[config.mk]
export PLATFORM = sky130hd
export DESIGN_NAME = boundary_scan_tap
export DESIGN_NICKNAME = d
export VERILOG_FILES = /design/src/hdl/bscan_pkg.sv /design/src/hdl/boundary_scan_tap.sv
export SDC_FILE = /design/constraint.sdc
export NUM_CORES = 1
export LEC_CHECK = 0
export BUFFER_PORTS_ARGS = -buffer_cell sky130_fd_sc_hd__buf_2
export CAP_MARGIN = 20
export CELL_PAD_IN_SITES_DETAIL_PLACEMENT = 2
export CELL_PAD_IN_SITES_GLOBAL_PLACEMENT = 2
export CORE_MARGIN = 2
export CORE_UTILIZATION = 37
export DETAILED_ROUTE_END_ITERATION = 10
export PLACE_DENSITY_LB_ADDON = 0.15
export SLEW_MARGIN = 5
export SYNTH_ARGS = -nofsm -noshare
export SYNTH_HDL_FRONTEND = slang
export SYNTH_SLANG_ARGS = --single-unit
[constraint.sdc]
create_clock -name clk -period 3.9 [get_ports clk]
set_input_delay 0.585 -clock clk [delete_from_list [all_inputs] [get_ports clk]]
set_output_delay 0.585 -clock clk [all_outputs]
set_load 0.1 [all_outputs]
[src/hdl/bscan_pkg.sv]
// Purpose: shared constants and types for the boundary-scan test logic
// Assumes: one system clock samples every test-port pin
// Notes: command codes live in the low four bits of the instruction
package bscan_pkg;
    localparam int IR_WIDTH = 13;
    localparam int CMD_WIDTH = 4;
    localparam int ID_WIDTH = 32;
    localparam int TLR_TMS_EDGES = 5;
    localparam int BIST_CORE_CYCLES = 219;
    localparam int PIN_GROUPS_DEFAULT = 4;
    localparam int PINS_PER_GROUP_DEFAULT = 4;
    // Arbitrary identification value, bit 0 set as the scan standard asks
    localparam logic [31:0] ID_CODE_DEFAULT = 32'h0A5C_3001;

    localparam logic [3:0] EXTEST_INSTR = 4'h0;
    localparam logic [3:0] SAMPLE_INSTR = 4'h1;
    localparam logic [3:0] IDCODE_INSTR = 4'h2;
    localparam logic [3:0] RUNBIST_INSTR = 4'h7;
    localparam logic [3:0] FLOAT_ALL_OUTPUTS_INSTR = 4'hB;
    localparam logic [3:0] BYPASS_INSTR = 4'hF;
    localparam logic [12:0] IR_CAPTURE_VALUE = 13'h0001;
    localparam logic [12:0] IR_RESET_VALUE = 13'h0002;

    typedef struct packed {
        logic tck;
        logic tms;
        logic tdi;
        logic trst_b;
    } tap_pins_type;
    localparam tap_pins_type PINS_RESET = 4'h7;

    typedef enum logic [3:0] {
        TLR = 4'b0000, RTI = 4'b0001, SEL_DR = 4'b0010, CAP_DR = 4'b0011,
        SH_DR = 4'b0100, EX1_DR = 4'b0101, PA_DR = 4'b0110, EX2_DR = 4'b0111,
        UPD_DR = 4'b1000, SEL_IR = 4'b1001, CAP_IR = 4'b1010, SH_IR = 4'b1011,
        EX1_IR = 4'b1100, PA_IR = 4'b1101, EX2_IR = 4'b1110, UPD_IR = 4'b1111
    } tap_state_type;
endpackage

[src/hdl/boundary_scan_tap.sv]
// Purpose: boundary-scan test logic behind a serial test access port
// Assumes: tck, tms, tdi, trst_b are asynchronous pins oversampled by clk
// Notes: clk doubles as the core clock that times the self test
// Function
// Reset state on power-up, trst, five TMS-high
// One cell per pin plus controls, serial
// Control cell one floats its group, zero drives
// Thirteen-bit instruction, low four bits decode
// Decode 0000 extest, 0001 sample, 0010 idcode
// Tester shifts instructions least significant first
// Idcode and bypass leave core running undisturbed
// Processor reset leaves test instructions unaffected
// Extest drives latched cells, captures pin levels
// System resets processor after extest use
// Sample captures pin values on rising TCK
// Update-DR latches shifted data on falling TCK
// Idcode connects identification register to TDO
// Self-test selects result bit, presets one, arms
// Self test starts first rise in idle
// Result after 219 core cycles, zero passes
// System keeps core clock, resets after test
// Float instruction releases all pins until changed
// Float change takes effect after Update-IR
// Processor reset never clears test port logic
// Bypass places one-bit register in path
// Codes 1101 and 1110 act as bypass
// Update-IR latches instruction on falling TCK
// Capture-IR loads fixed value on rising TCK
// Private codes behave as bypass
`timescale 1ns/1ps
module boundary_scan_tap #(
    parameter int PIN_GROUPS = bscan_pkg::PIN_GROUPS_DEFAULT,
    parameter int PINS_PER_GROUP = bscan_pkg::PINS_PER_GROUP_DEFAULT,
    parameter int BIST_CYCLES = bscan_pkg::BIST_CORE_CYCLES,
    parameter logic [31:0] ID_CODE = bscan_pkg::ID_CODE_DEFAULT
) (
    input wire logic clk, // System and core clock, 100 MHz
    input wire logic rst_b, // Power-up reset, synchronous, low
    input wire logic tck, // Test clock pin
    input wire logic tms, // Test mode select pin
    input wire logic tdi, // Test data in pin
    input wire logic trst_b, // Test reset pin, low
    input wire logic [PIN_GROUPS*PINS_PER_GROUP-1:0] core_out, // Core output values
    input wire logic [PIN_GROUPS-1:0] core_oe, // Core drive enable per group
    input wire logic [PIN_GROUPS*PINS_PER_GROUP-1:0] pin_in, // Pad levels
    input wire logic bist_fail, // Core self-test verdict, high fails
    output logic [PIN_GROUPS*PINS_PER_GROUP-1:0] pin_out, // Pad output values
    output logic [PIN_GROUPS*PINS_PER_GROUP-1:0] pin_oe, // Pad drive enables
    output logic tdo, // Test data out
    output logic tdo_oe, // Test data out enable
    output logic bist_run, // Core self test running
    output logic float_active, // All pins released
    output logic test_reset // Test logic in reset state
);
    localparam int PINS = PIN_GROUPS * PINS_PER_GROUP;
    localparam int CHAIN = PINS + PIN_GROUPS;
    localparam int CW = $clog2(BIST_CYCLES + 1);

    bscan_pkg::tap_pins_type pins_raw, sync1_reg, sync2_reg, sync3_reg;
    bscan_pkg::tap_pins_type level_reg, level_next, agree;
    bscan_pkg::tap_state_type state_reg, state_next;
    logic [bscan_pkg::IR_WIDTH-1:0] ir_shift_reg, ir_reg;
    logic [CHAIN-1:0] chain_reg, upd_reg, chain_capture;
    logic [bscan_pkg::ID_WIDTH-1:0] id_reg;
    logic bypass_reg, result_reg, armed_reg, started_reg, run_reg;
    logic [CW-1:0] cnt_reg;
    logic tdo_reg, tdo_oe_reg, float_reg, test_reset_reg;
    logic [PINS-1:0] pin_out_reg, pin_oe_reg, pin_out_next, pin_oe_next;
    logic tck_rise, tck_fall, tms_now, tdi_now, trst_active;
    logic [3:0] cmd;
    logic sel_ext, sel_sample, sel_id, sel_bist, sel_bypass, sel_bscan;
    logic dr_out, serial_out, shifting;
    logic upd_ir_fall, bist_start, bist_done;

    // Three-stage sync; a change counts once stages two and three agree
    assign pins_raw = {tck, tms, tdi, trst_b};
    assign agree = ~(sync2_reg ^ sync3_reg);
    assign level_next = (sync3_reg & agree) | (level_reg & ~agree);
    always_ff @(posedge clk) begin
        if (!rst_b) begin
            sync1_reg <= bscan_pkg::PINS_RESET;
            sync2_reg <= bscan_pkg::PINS_RESET;
            sync3_reg <= bscan_pkg::PINS_RESET;
            level_reg <= bscan_pkg::PINS_RESET;
        end else begin
            sync1_reg <= pins_raw;
            sync2_reg <= sync1_reg;
            sync3_reg <= sync2_reg;
            level_reg <= level_next;
        end
    end

    // Edges of the test clock as seen by clk
    assign tck_rise = level_next.tck & ~level_reg.tck;
    assign tck_fall = ~level_next.tck & level_reg.tck;
    assign tms_now = level_next.tms;
    assign tdi_now = level_next.tdi;
    assign trst_active = ~level_next.trst_b;

    // Controller next state; five TMS-high rises reach reset from anywhere
    always_comb begin
        case (state_reg)
            bscan_pkg::TLR: state_next = tms_now ? bscan_pkg::TLR : bscan_pkg::RTI;
            bscan_pkg::RTI: state_next = tms_now ? bscan_pkg::SEL_DR : bscan_pkg::RTI;
            bscan_pkg::SEL_DR: state_next = tms_now ? bscan_pkg::SEL_IR : bscan_pkg::CAP_DR;
            bscan_pkg::CAP_DR: state_next = tms_now ? bscan_pkg::EX1_DR : bscan_pkg::SH_DR;
            bscan_pkg::SH_DR: state_next = tms_now ? bscan_pkg::EX1_DR : bscan_pkg::SH_DR;
            bscan_pkg::EX1_DR: state_next = tms_now ? bscan_pkg::UPD_DR : bscan_pkg::PA_DR;
            bscan_pkg::PA_DR: state_next = tms_now ? bscan_pkg::EX2_DR : bscan_pkg::PA_DR;
            bscan_pkg::EX2_DR: state_next = tms_now ? bscan_pkg::UPD_DR : bscan_pkg::SH_DR;
            bscan_pkg::SEL_IR: state_next = tms_now ? bscan_pkg::TLR : bscan_pkg::CAP_IR;
            bscan_pkg::CAP_IR: state_next = tms_now ? bscan_pkg::EX1_IR : bscan_pkg::SH_IR;
            bscan_pkg::SH_IR: state_next = tms_now ? bscan_pkg::EX1_IR : bscan_pkg::SH_IR;
            bscan_pkg::EX1_IR: state_next = tms_now ? bscan_pkg::UPD_IR : bscan_pkg::PA_IR;
            bscan_pkg::PA_IR: state_next = tms_now ? bscan_pkg::EX2_IR : bscan_pkg::PA_IR;
            bscan_pkg::EX2_IR: state_next = tms_now ? bscan_pkg::UPD_IR : bscan_pkg::SH_IR;
            bscan_pkg::UPD_DR, bscan_pkg::UPD_IR:
                state_next = tms_now ? bscan_pkg::SEL_DR : bscan_pkg::RTI;
            default: state_next = bscan_pkg::TLR;
        endcase
    end

    // Only power-up and trst reach this; processor reset has no path in
    always_ff @(posedge clk) begin
        if (!rst_b || trst_active) begin
            state_reg <= bscan_pkg::TLR;
        end else if (tck_rise) begin
            state_reg <= state_next;
        end
    end

    // Instruction shift path and current instruction
    assign upd_ir_fall = tck_fall && state_reg == bscan_pkg::UPD_IR;
    always_ff @(posedge clk) begin
        if (!rst_b || trst_active || state_reg == bscan_pkg::TLR) begin
            ir_shift_reg <= bscan_pkg::IR_CAPTURE_VALUE;
            ir_reg <= bscan_pkg::IR_RESET_VALUE;
        end else begin
            if (tck_rise && state_reg == bscan_pkg::CAP_IR) begin
                ir_shift_reg <= bscan_pkg::IR_CAPTURE_VALUE;
            end else if (tck_rise && state_reg == bscan_pkg::SH_IR) begin
                ir_shift_reg <= {tdi_now, ir_shift_reg[bscan_pkg::IR_WIDTH-1:1]};
            end
            if (upd_ir_fall) begin
                ir_reg <= ir_shift_reg;
            end
        end
    end

    // Decode; upper nine bits ignored, anything unlisted is bypass
    assign cmd = ir_reg[bscan_pkg::CMD_WIDTH-1:0];
    assign sel_ext = cmd == bscan_pkg::EXTEST_INSTR;
    assign sel_sample = cmd == bscan_pkg::SAMPLE_INSTR;
    assign sel_id = cmd == bscan_pkg::IDCODE_INSTR;
    assign sel_bist = cmd == bscan_pkg::RUNBIST_INSTR;
    assign sel_bscan = sel_ext || sel_sample;
    assign sel_bypass = !sel_bscan && !sel_id && !sel_bist;

    // Capture values: pins see pad or core, controls see direction
    genvar g;
    generate
        for (g = 0; g < PIN_GROUPS; g++) begin : g_grp
            localparam int LO = g * PINS_PER_GROUP;
            assign chain_capture[LO +: PINS_PER_GROUP] = (sel_sample && core_oe[g])
                ? core_out[LO +: PINS_PER_GROUP] : pin_in[LO +: PINS_PER_GROUP];
            assign chain_capture[PINS + g] = sel_ext ? upd_reg[PINS + g] : ~core_oe[g];
            // In extest, a control cell high releases the whole group
            assign pin_oe_next[LO +: PINS_PER_GROUP] = float_reg ? '0
                : sel_ext ? {PINS_PER_GROUP{~upd_reg[PINS + g]}}
                : {PINS_PER_GROUP{core_oe[g]}};
        end
    endgenerate
    assign pin_out_next = sel_ext ? upd_reg[PINS-1:0] : core_out;

    // Boundary chain: controls nearest tdi, pin cells nearest tdo
    always_ff @(posedge clk) begin
        if (!rst_b) begin
            chain_reg <= '0;
            upd_reg <= '1;
        end else begin
            if (tck_rise && sel_bscan && state_reg == bscan_pkg::CAP_DR) begin
                chain_reg <= chain_capture;
            end else if (tck_rise && sel_bscan && state_reg == bscan_pkg::SH_DR) begin
                chain_reg <= {tdi_now, chain_reg[CHAIN-1:1]};
            end
            if (tck_fall && sel_bscan && state_reg == bscan_pkg::UPD_DR) begin
                upd_reg <= chain_reg;
            end
        end
    end

    // Bypass and identification paths; neither touches the core
    always_ff @(posedge clk) begin
        if (!rst_b) begin
            bypass_reg <= 1'b0;
            id_reg <= ID_CODE;
        end else if (tck_rise && state_reg == bscan_pkg::CAP_DR) begin
            bypass_reg <= 1'b0;
            id_reg <= ID_CODE;
        end else if (tck_rise && state_reg == bscan_pkg::SH_DR) begin
            bypass_reg <= tdi_now;
            if (sel_id) begin
                id_reg <= {tdi_now, id_reg[bscan_pkg::ID_WIDTH-1:1]};
            end
        end
    end

    // Self test: armed by the instruction, started by the first idle rise
    assign bist_start = armed_reg && !started_reg && tck_rise && state_reg == bscan_pkg::RTI;
    assign bist_done = run_reg && cnt_reg == '0;
    always_ff @(posedge clk) begin
        if (!rst_b || trst_active) begin
            result_reg <= 1'b1;
            armed_reg <= 1'b0;
            started_reg <= 1'b0;
            run_reg <= 1'b0;
            cnt_reg <= '0;
        end else begin
            if (upd_ir_fall) begin
                armed_reg <= ir_shift_reg[3:0] == bscan_pkg::RUNBIST_INSTR;
                started_reg <= 1'b0;
                if (ir_shift_reg[3:0] == bscan_pkg::RUNBIST_INSTR) begin
                    result_reg <= 1'b1;
                end
            end else if (bist_start) begin
                started_reg <= 1'b1;
                run_reg <= 1'b1;
                cnt_reg <= CW'(BIST_CYCLES - 1);
            end else if (bist_done) begin
                run_reg <= 1'b0;
                result_reg <= bist_fail;
            end else if (run_reg) begin
                cnt_reg <= cnt_reg - 1'b1;
            end else if (tck_rise && sel_bist && state_reg == bscan_pkg::SH_DR) begin
                result_reg <= tdi_now;
            end
        end
    end

    // Serial output changes on the falling test clock, as the standard does
    assign dr_out = sel_bscan ? chain_reg[0] : sel_id ? id_reg[0]
        : sel_bist ? result_reg : bypass_reg;
    assign serial_out = state_reg == bscan_pkg::SH_IR ? ir_shift_reg[0] : dr_out;
    assign shifting = state_reg == bscan_pkg::SH_IR || state_reg == bscan_pkg::SH_DR;
    always_ff @(posedge clk) begin
        if (!rst_b) begin
            tdo_reg <= 1'b1;
            tdo_oe_reg <= 1'b0;
        end else if (tck_fall) begin
            tdo_reg <= serial_out;
            tdo_oe_reg <= shifting;
        end
    end

    // Pin drivers and status flags, registered every cycle
    always_ff @(posedge clk) begin
        if (!rst_b) begin
            pin_out_reg <= '0;
            pin_oe_reg <= '0;
            float_reg <= 1'b0;
            test_reset_reg <= 1'b1;
        end else begin
            pin_out_reg <= pin_out_next;
            pin_oe_reg <= pin_oe_next;
            float_reg <= cmd == bscan_pkg::FLOAT_ALL_OUTPUTS_INSTR;
            test_reset_reg <= state_reg == bscan_pkg::TLR;
        end
    end

    assign pin_out = pin_out_reg;
    assign pin_oe = pin_oe_reg;
    assign tdo = tdo_reg;
    assign tdo_oe = tdo_oe_reg;
    assign bist_run = run_reg;
    assign float_active = float_reg;
    assign test_reset = test_reset_reg;

    // Helper: consecutive test-clock rises with tms high
    logic [2:0] tms_run_reg;
    always_ff @(posedge clk) begin
        if (!rst_b) begin
            tms_run_reg <= '0;
        end else if (tck_rise) begin
            tms_run_reg <= !tms_now ? 3'h0 : tms_run_reg == 3'h7 ? 3'h7 : tms_run_reg + 3'h1;
        end
    end
endmodule

==> impl_metrics.toml, run 1 <==
[pwr]
total_power_mw = 3.49
peakVddDrop_uv = 304
power_leakage_nw = 2.99
p_per_area_nw_per_um2 = 480

[yosys]
synth_area_um2 = 6180
yosys_warnings = 0
async_reset_ff_frac = 0
synthCells = 733
ys_ff_latch = 146
syn_nets = 778
seq_area_frac_synth = 0.473
ys_types = 57
syn_avg_cell_area_um2 = 8.43
ys.flop_type = "dfxtp_1"
synth_edf_count = 0

[detailed_routing]
drt-total-wl_um = 18700
vias = 5447
wire_per_inst_um = 18.6
drtIter0Drc = 205
drc_errors = 0
antenna_left = 0
detail_route.vias_per_cell = 5.40
drt-pass1-iter-count = 4

[timing]
rsz0062_at_grt = "no"
fmax_mhz = 360
fin_tns_setup_ns = 0
fin_crit_ns = 2.78
worstMarginPinSlew_ns = 0.955
setup_violations = 0
whs_ns = 0.341
worst_clock_skew_ns = 0.00643
min_period_over_period = 0.713
relSlewSlack = 0.359
report.final.slew_viol_count = 0
final-hold-violation-count = 0

[worst_setup_path]
required_ns = 4.22
cp.arrival_ns = 3.10
rr_worst_depth = 4
worst_setup_path_start_kind = "flip-flop"
path_class = "reg2reg"
endpoint_kind = "flip-flop"
crit_fanout = 19

[finish]
drive_gt1_frac = 0.170
largest_reg_flops = 32
syn_to_final_growth_pct = 17.6
diodes = 0
fillers = 1849
final_util = 0.441
final_cells = 1009
nets = 821

[die]
io_pins = 80
rows = 47
chipWidth_um = 133
dieArea_um2 = 17800
start_util = 0.375
die_h_um = 133
coreArea_um2 = 16500

[placed_design]
placed_cells = 975
port_buffers = 79
gp_congestion = 0.723
hpwl_um = 12600

[clock_network]
numCtsBuffers = 17
cts_buffer_depth = 2
htree_num_levels = 4
cts_tree = "built"
cts.repair.resized = 0
clock_latency_ns = 0.42
cts_setup_buffers = 0
cts_sinks = 146
ctsRootBufferMaster = "clkbuf_16"
cts.reportedPaths.clkPinSlew_ns = 0.06
ctsHoldBuffers = 0

[global_routing]
grt-ovfl-total = 0
grt_use_total = 0.218
grt_pass1_wl_um = 30700
grt_pass1_vias = 5928
antenna_found_initial = 0
grt_max_degree = 64

[job]
cap_viol_max_count = 0

[status]
status = "completed"

[worst_hold_path]
hold_depth = 2
hp-class = "in2reg"
-- final timing paths --
path           startpoint            to  slack, ns
max          state_reg[2]  chain_reg[6]       1.12
min                trst_b  sync1_reg[0]       0.34
max reg2reg  state_reg[2]  chain_reg[6]       1.12
min reg2reg  sync1_reg[0]  sync2_reg[0]       0.42
-- cells in the mapped netlist, drive strengths merged (12+ instances only) --
cell	instances	area, µm²
nand2b	16	100
clkbuf	32	120
dfxtp	146	2920
o21ai	13	65.1
nand3	25	125
nor2	38	145
buf	33	195
mux2i	31	310
o31ai	17	128
and3	19	119
a211oi	19	143
a31oi	13	81.3
nand2	170	638
a21oi	47	235
inv	12	45.0
a21boi	18	135
-- power breakdown --
part           switching [mW]  leakage, nW  internal (mW)
clock                   0.660        0.293           1.09
combinational           0.185         1.51         0.0417
sequential            0.00778         1.19           1.51
total                   0.852         2.99           2.64
-- cell type report --
cell class	instances	area (µm²)	area share
flip-flops and latches	146	2920	0.402
multi-input cells	510	2920	0.402
repair buffers	89	475	0.0654
clock buffers	20	447	0.0614
well taps	220	275	0.0379
clock inverters	12	181	0.0250
inverters	12	45.0	0.00620
-- logic make-up (layout without fill, tap and decap cells) --
family	after synthesis	in the layout	synth area share
flops	146	146	0.473
mux	32	32	0.0520
buf+inv	77	133	0.0583
simple gates	331	331	0.258
xor+xnor	2	2	0.00284
compound gates	140	140	0.147
fa+ha+maj	5	5	0.00891
-- stage by stage --
stage / cell area, µm² / setup WS, ns
3_3_place_gp: 6620 / 1.32
6_report: 7270 / 1.12
3_5_place_dp: 6620 / 1.06
2_1_floorplan: 6180 / 1.88
4_1_cts: 7250 / 0.996
5_1_grt: 7270 / 0.874
-- placed cells by master (no fill, tap or decap), types with 3 or more instances in the layout --
master	Yosys	final
nor3b_1	3	3
nand4_1	4	4
nor2_1	37	37
bufinv_16	0	4
and3_1	19	19
maj3_1	3	3
nor3_1	10	10
dfxtp_1	146	146
buf_4	13	8
or4_1	6	6
buf_2	18	80
o21ai_0	12	12
nand2_1	170	170
nand3b_1	4	4
mux2i_1	31	31
inv_1	12	12
clkbuf_16	0	17
clkinvlp_4	0	4
a31oi_1	13	13
nor4b_1	6	5
nand3_1	25	25
nand4b_1	4	4
a211oi_1	19	19
o31ai_1	17	17
or3b_2	3	3
nand2b_1	16	16
a21oi_1	47	47
and2_1	6	6
or3_1	3	3
a21boi_0	18	18
-- layer usage --
metal | routed length, µm | GRT usage | vias to the layer above | part of all wire
li1 | - | - | 2616 | -
met1 | 8110 | 0.253 | 2742 | 0.43
met2 | 10000 | 0.407 | 72 | 0.53
met3 | 409 | 0.0403 | 17 | 0.022
met4 | 204 | 0.0686 | 0 | 0.011
met5 | 0 | 0 | - | 0
-- worst max-delay path: stages, from the launching register on --
cell	delay, ns
dfxtp_1	0.74
nor4b_2	0.58
o211a_1	0.52
nand2_1	0.46
o31ai_1	0.38
No activity file was read; power rests on OpenSTA's default activity.
==> run 2: changes to the inputs <==
--- a/config.mk
+++ b/config.mk
@@ -10,7 +10,7 @@
 export CELL_PAD_IN_SITES_DETAIL_PLACEMENT = 2
 export CELL_PAD_IN_SITES_GLOBAL_PLACEMENT = 2
 export CORE_MARGIN = 2
-export CORE_UTILIZATION = 37
+export CORE_UTILIZATION = 31
 export DETAILED_ROUTE_END_ITERATION = 10
 export PLACE_DENSITY_LB_ADDON = 0.15
 export SLEW_MARGIN = 5
==> constraint.sdc (replaced) <==
create_clock -name clk -period 2.45 [get_ports clk]
set_input_delay 0.3675 -clock clk [delete_from_list [all_inputs] [get_ports clk]]
set_output_delay 0.3675 -clock clk [all_outputs]
set_load 0.1 [all_outputs]
==> run 2 against run 1 <==
Effect of this change: sequential power rose by 59%; sequential cell count did not move; critical path depth rose by 2; first-iteration DRC count fell by 2.9%; worst hold slack got worse by 0.21 ns; register-to-register slack got worse by 0.68 ns; final cell count rose by 6.0%; routed wire length rose by 0.62%; utilization fell by 6.3 points; critical endpoint is now chain_reg[3].
==> impl_metrics.toml, run 2 (same netlist as run 1, synthesis figures left out) <==
[detailed_routing]
antenna_left = 0
drtIter0Drc = 199
drt-total-wl_um = 18800
drt-pass1-iter-count = 4
vias = 5475
wire_per_inst_um = 17.6
drc_errors = 0
detail_route.vias_per_cell = 5.12

[pwr]
peakVddDrop_uv = 408
p_per_area_nw_per_um2 = 729
clkPwrFrac = 0.484
swShare = 0.258
p_seq_frac = 0.448
power_frac_comb = 0.068
power_leakage_nw = 3.04
p_sw_mw = 1.39
p_int_mw = 3.99

[global_routing]
antenna_found_initial = 0
grt_pass1_wl_um = 31300
grt_use_total = 0.184
grt_pass1_vias = 5877
grt_max_degree = 41
grt-ovfl-total = 0

[worst_setup_path]
endpoint_kind = "flip-flop"
crit_top_cell = "buf_4"
crit_slowest_cell = "dfxtp_1"
crit_fanout = 20
required_ns = 2.73
path_cells = "nor4bb_2 -> buf_4 -> nand3_1 -> buf_4 -> a211oi_1 -> nor4b_1"
path_class = "reg2reg"
worst_setup_path_start_kind = "flip-flop"
cpPeakStageDelay_ns = 0.49
cp.arrival_ns = 2.29

[clock_network]
cts_sinks = 146
htree_num_levels = 4
cts.repair.resized = 0
numCtsBuffers = 17
clock_latency_ns = 0.43
ctsHoldBuffers = 0
cts.reportedPaths.clkPinSlew_ns = 0.06
cts_buffer_depth = 2
cts_tree = "built"
cts_setup_buffers = 0
ctsRootBufferMaster = "clkbuf_16"

[finish]
largest_reg_flops = 32
layout_common_cells = "nand2_1 (170), dfxtp_1 (146), buf_2 (79), a21oi_1 (47), nor2_1 (37)"
nets = 836
drive_gt1_frac = 0.184
fillers = 2214
layout_commonest_cell = "nand2_1"
final_cells = 1070
syn_to_final_growth_pct = 19.5

[timing]
fin_tns_setup_ns = 0
worst_clock_skew_ns = 0.0185
min_period_over_period = 0.820
relSlewSlack = 0.632
report.final.slew_viol_count = 0
final-hold-violation-count = 0
fmax_mhz = 498
rsz0062_at_grt = "no"
setup_violations = 0
worstMarginPinSlew_ns = 0.550
fin_crit_ns = 2.01

[job]
cap_viol_max_count = 0

[die]
rows = 51
chipWidth_um = 145
io_pins = 80
coreArea_um2 = 19500
dieArea_um2 = 21100
start_util = 0.316
die_h_um = 145

[placed_design]
gp_congestion = 0.782
port_buffers = 79
placed_cells = 1037
hpwl_um = 13000

[status]
status = "completed"

[worst_hold_path]
hp-class = "in2reg"
[run 2: changes by cell type in the layout (fill, tap and decap cells not counted)]
cell,delta
bufinv_16,-2
inv_6,+3
buf_2,-1
buf_4,+17
o41ai_2,-1
inv_8,+1
clkbuf_8,-1
o41ai_1,+1
buf_8,-1
clkinvlp_4,-1
diode_2,+1
[run 2: worst paths after layout]
| check | from | end | slack, ns | cells past startpoint |
|---|---|---|---|---|
| setup / recovery | state_reg[0] | chain_reg[3] | 0.44 | 6 |
| hold / removal | trst_b | sync1_reg[0] | 0.13 | 2 |
| setup reg to reg | state_reg[0] | chain_reg[3] | 0.44 | 6 |
| hold reg to reg | sync1_reg[0] | sync2_reg[0] | 0.41 | 1 |
[run 2: final cells by class]
class | instances | area (µm²) | area share
clock buffer | 19 | 433 | 0.0586
clock inverter | 13 | 151 | 0.0205
timing repair buffer | 104 | 583 | 0.0790
tap | 265 | 332 | 0.0449
multi-input combinational | 510 | 2920 | 0.395
inverter | 12 | 45.0 | 0.00610
antenna | 1 | 2.50 | 0.000339
sequential | 146 | 2920 | 0.396
[run 2: routing by layer]
layer	vias to the layer above	wire length, µm	track usage	share of wire
met1	2760	8770	0.232	0.47
met4	0	160	0.0505	0.0085
met5	-	0	0	0
met2	59	9600	0.326	0.51
met3	10	309	0.0289	0.016
li1	2646	-	-	-
[run 2: per-stage QoR]
stage	hold slack [ns]	total power, mW	util	area (µm²)	setup slack (ns)
floorplan	0.386	2.75	-	6180	0.426
global placement	0.401	2.83	0.348	6800	0.552
detailed placement	0.402	2.83	0.348	6800	0.469
CTS	0.115	5.45	0.378	7380	0.397
global route	0.127	5.59	0.378	7380	0.298
finish	0.130	5.38	0.378	7380	0.441
[run 2: critical path, delay by kind of cell (launching register included)]
kind / cells / cell delay [ns]
AOI/OAI and AO/OA: 1 / 0.36
buffers and inverters: 2 / 0.49
and+or+nand+nor: 3 / 0.53
DFF: 1 / 0.49
[run 2: power by group through the flow]
stage	clock network (mW)	logic (mW)	registers, mW
2_1_floorplan	0	0.154	2.59
5_1_grt	2.79	0.381	2.41
3_5_place_dp	0	0.367	2.47
4_1_cts	2.67	0.368	2.41
6_report	2.61	0.364	2.41
3_3_place_gp	0	0.363	2.46
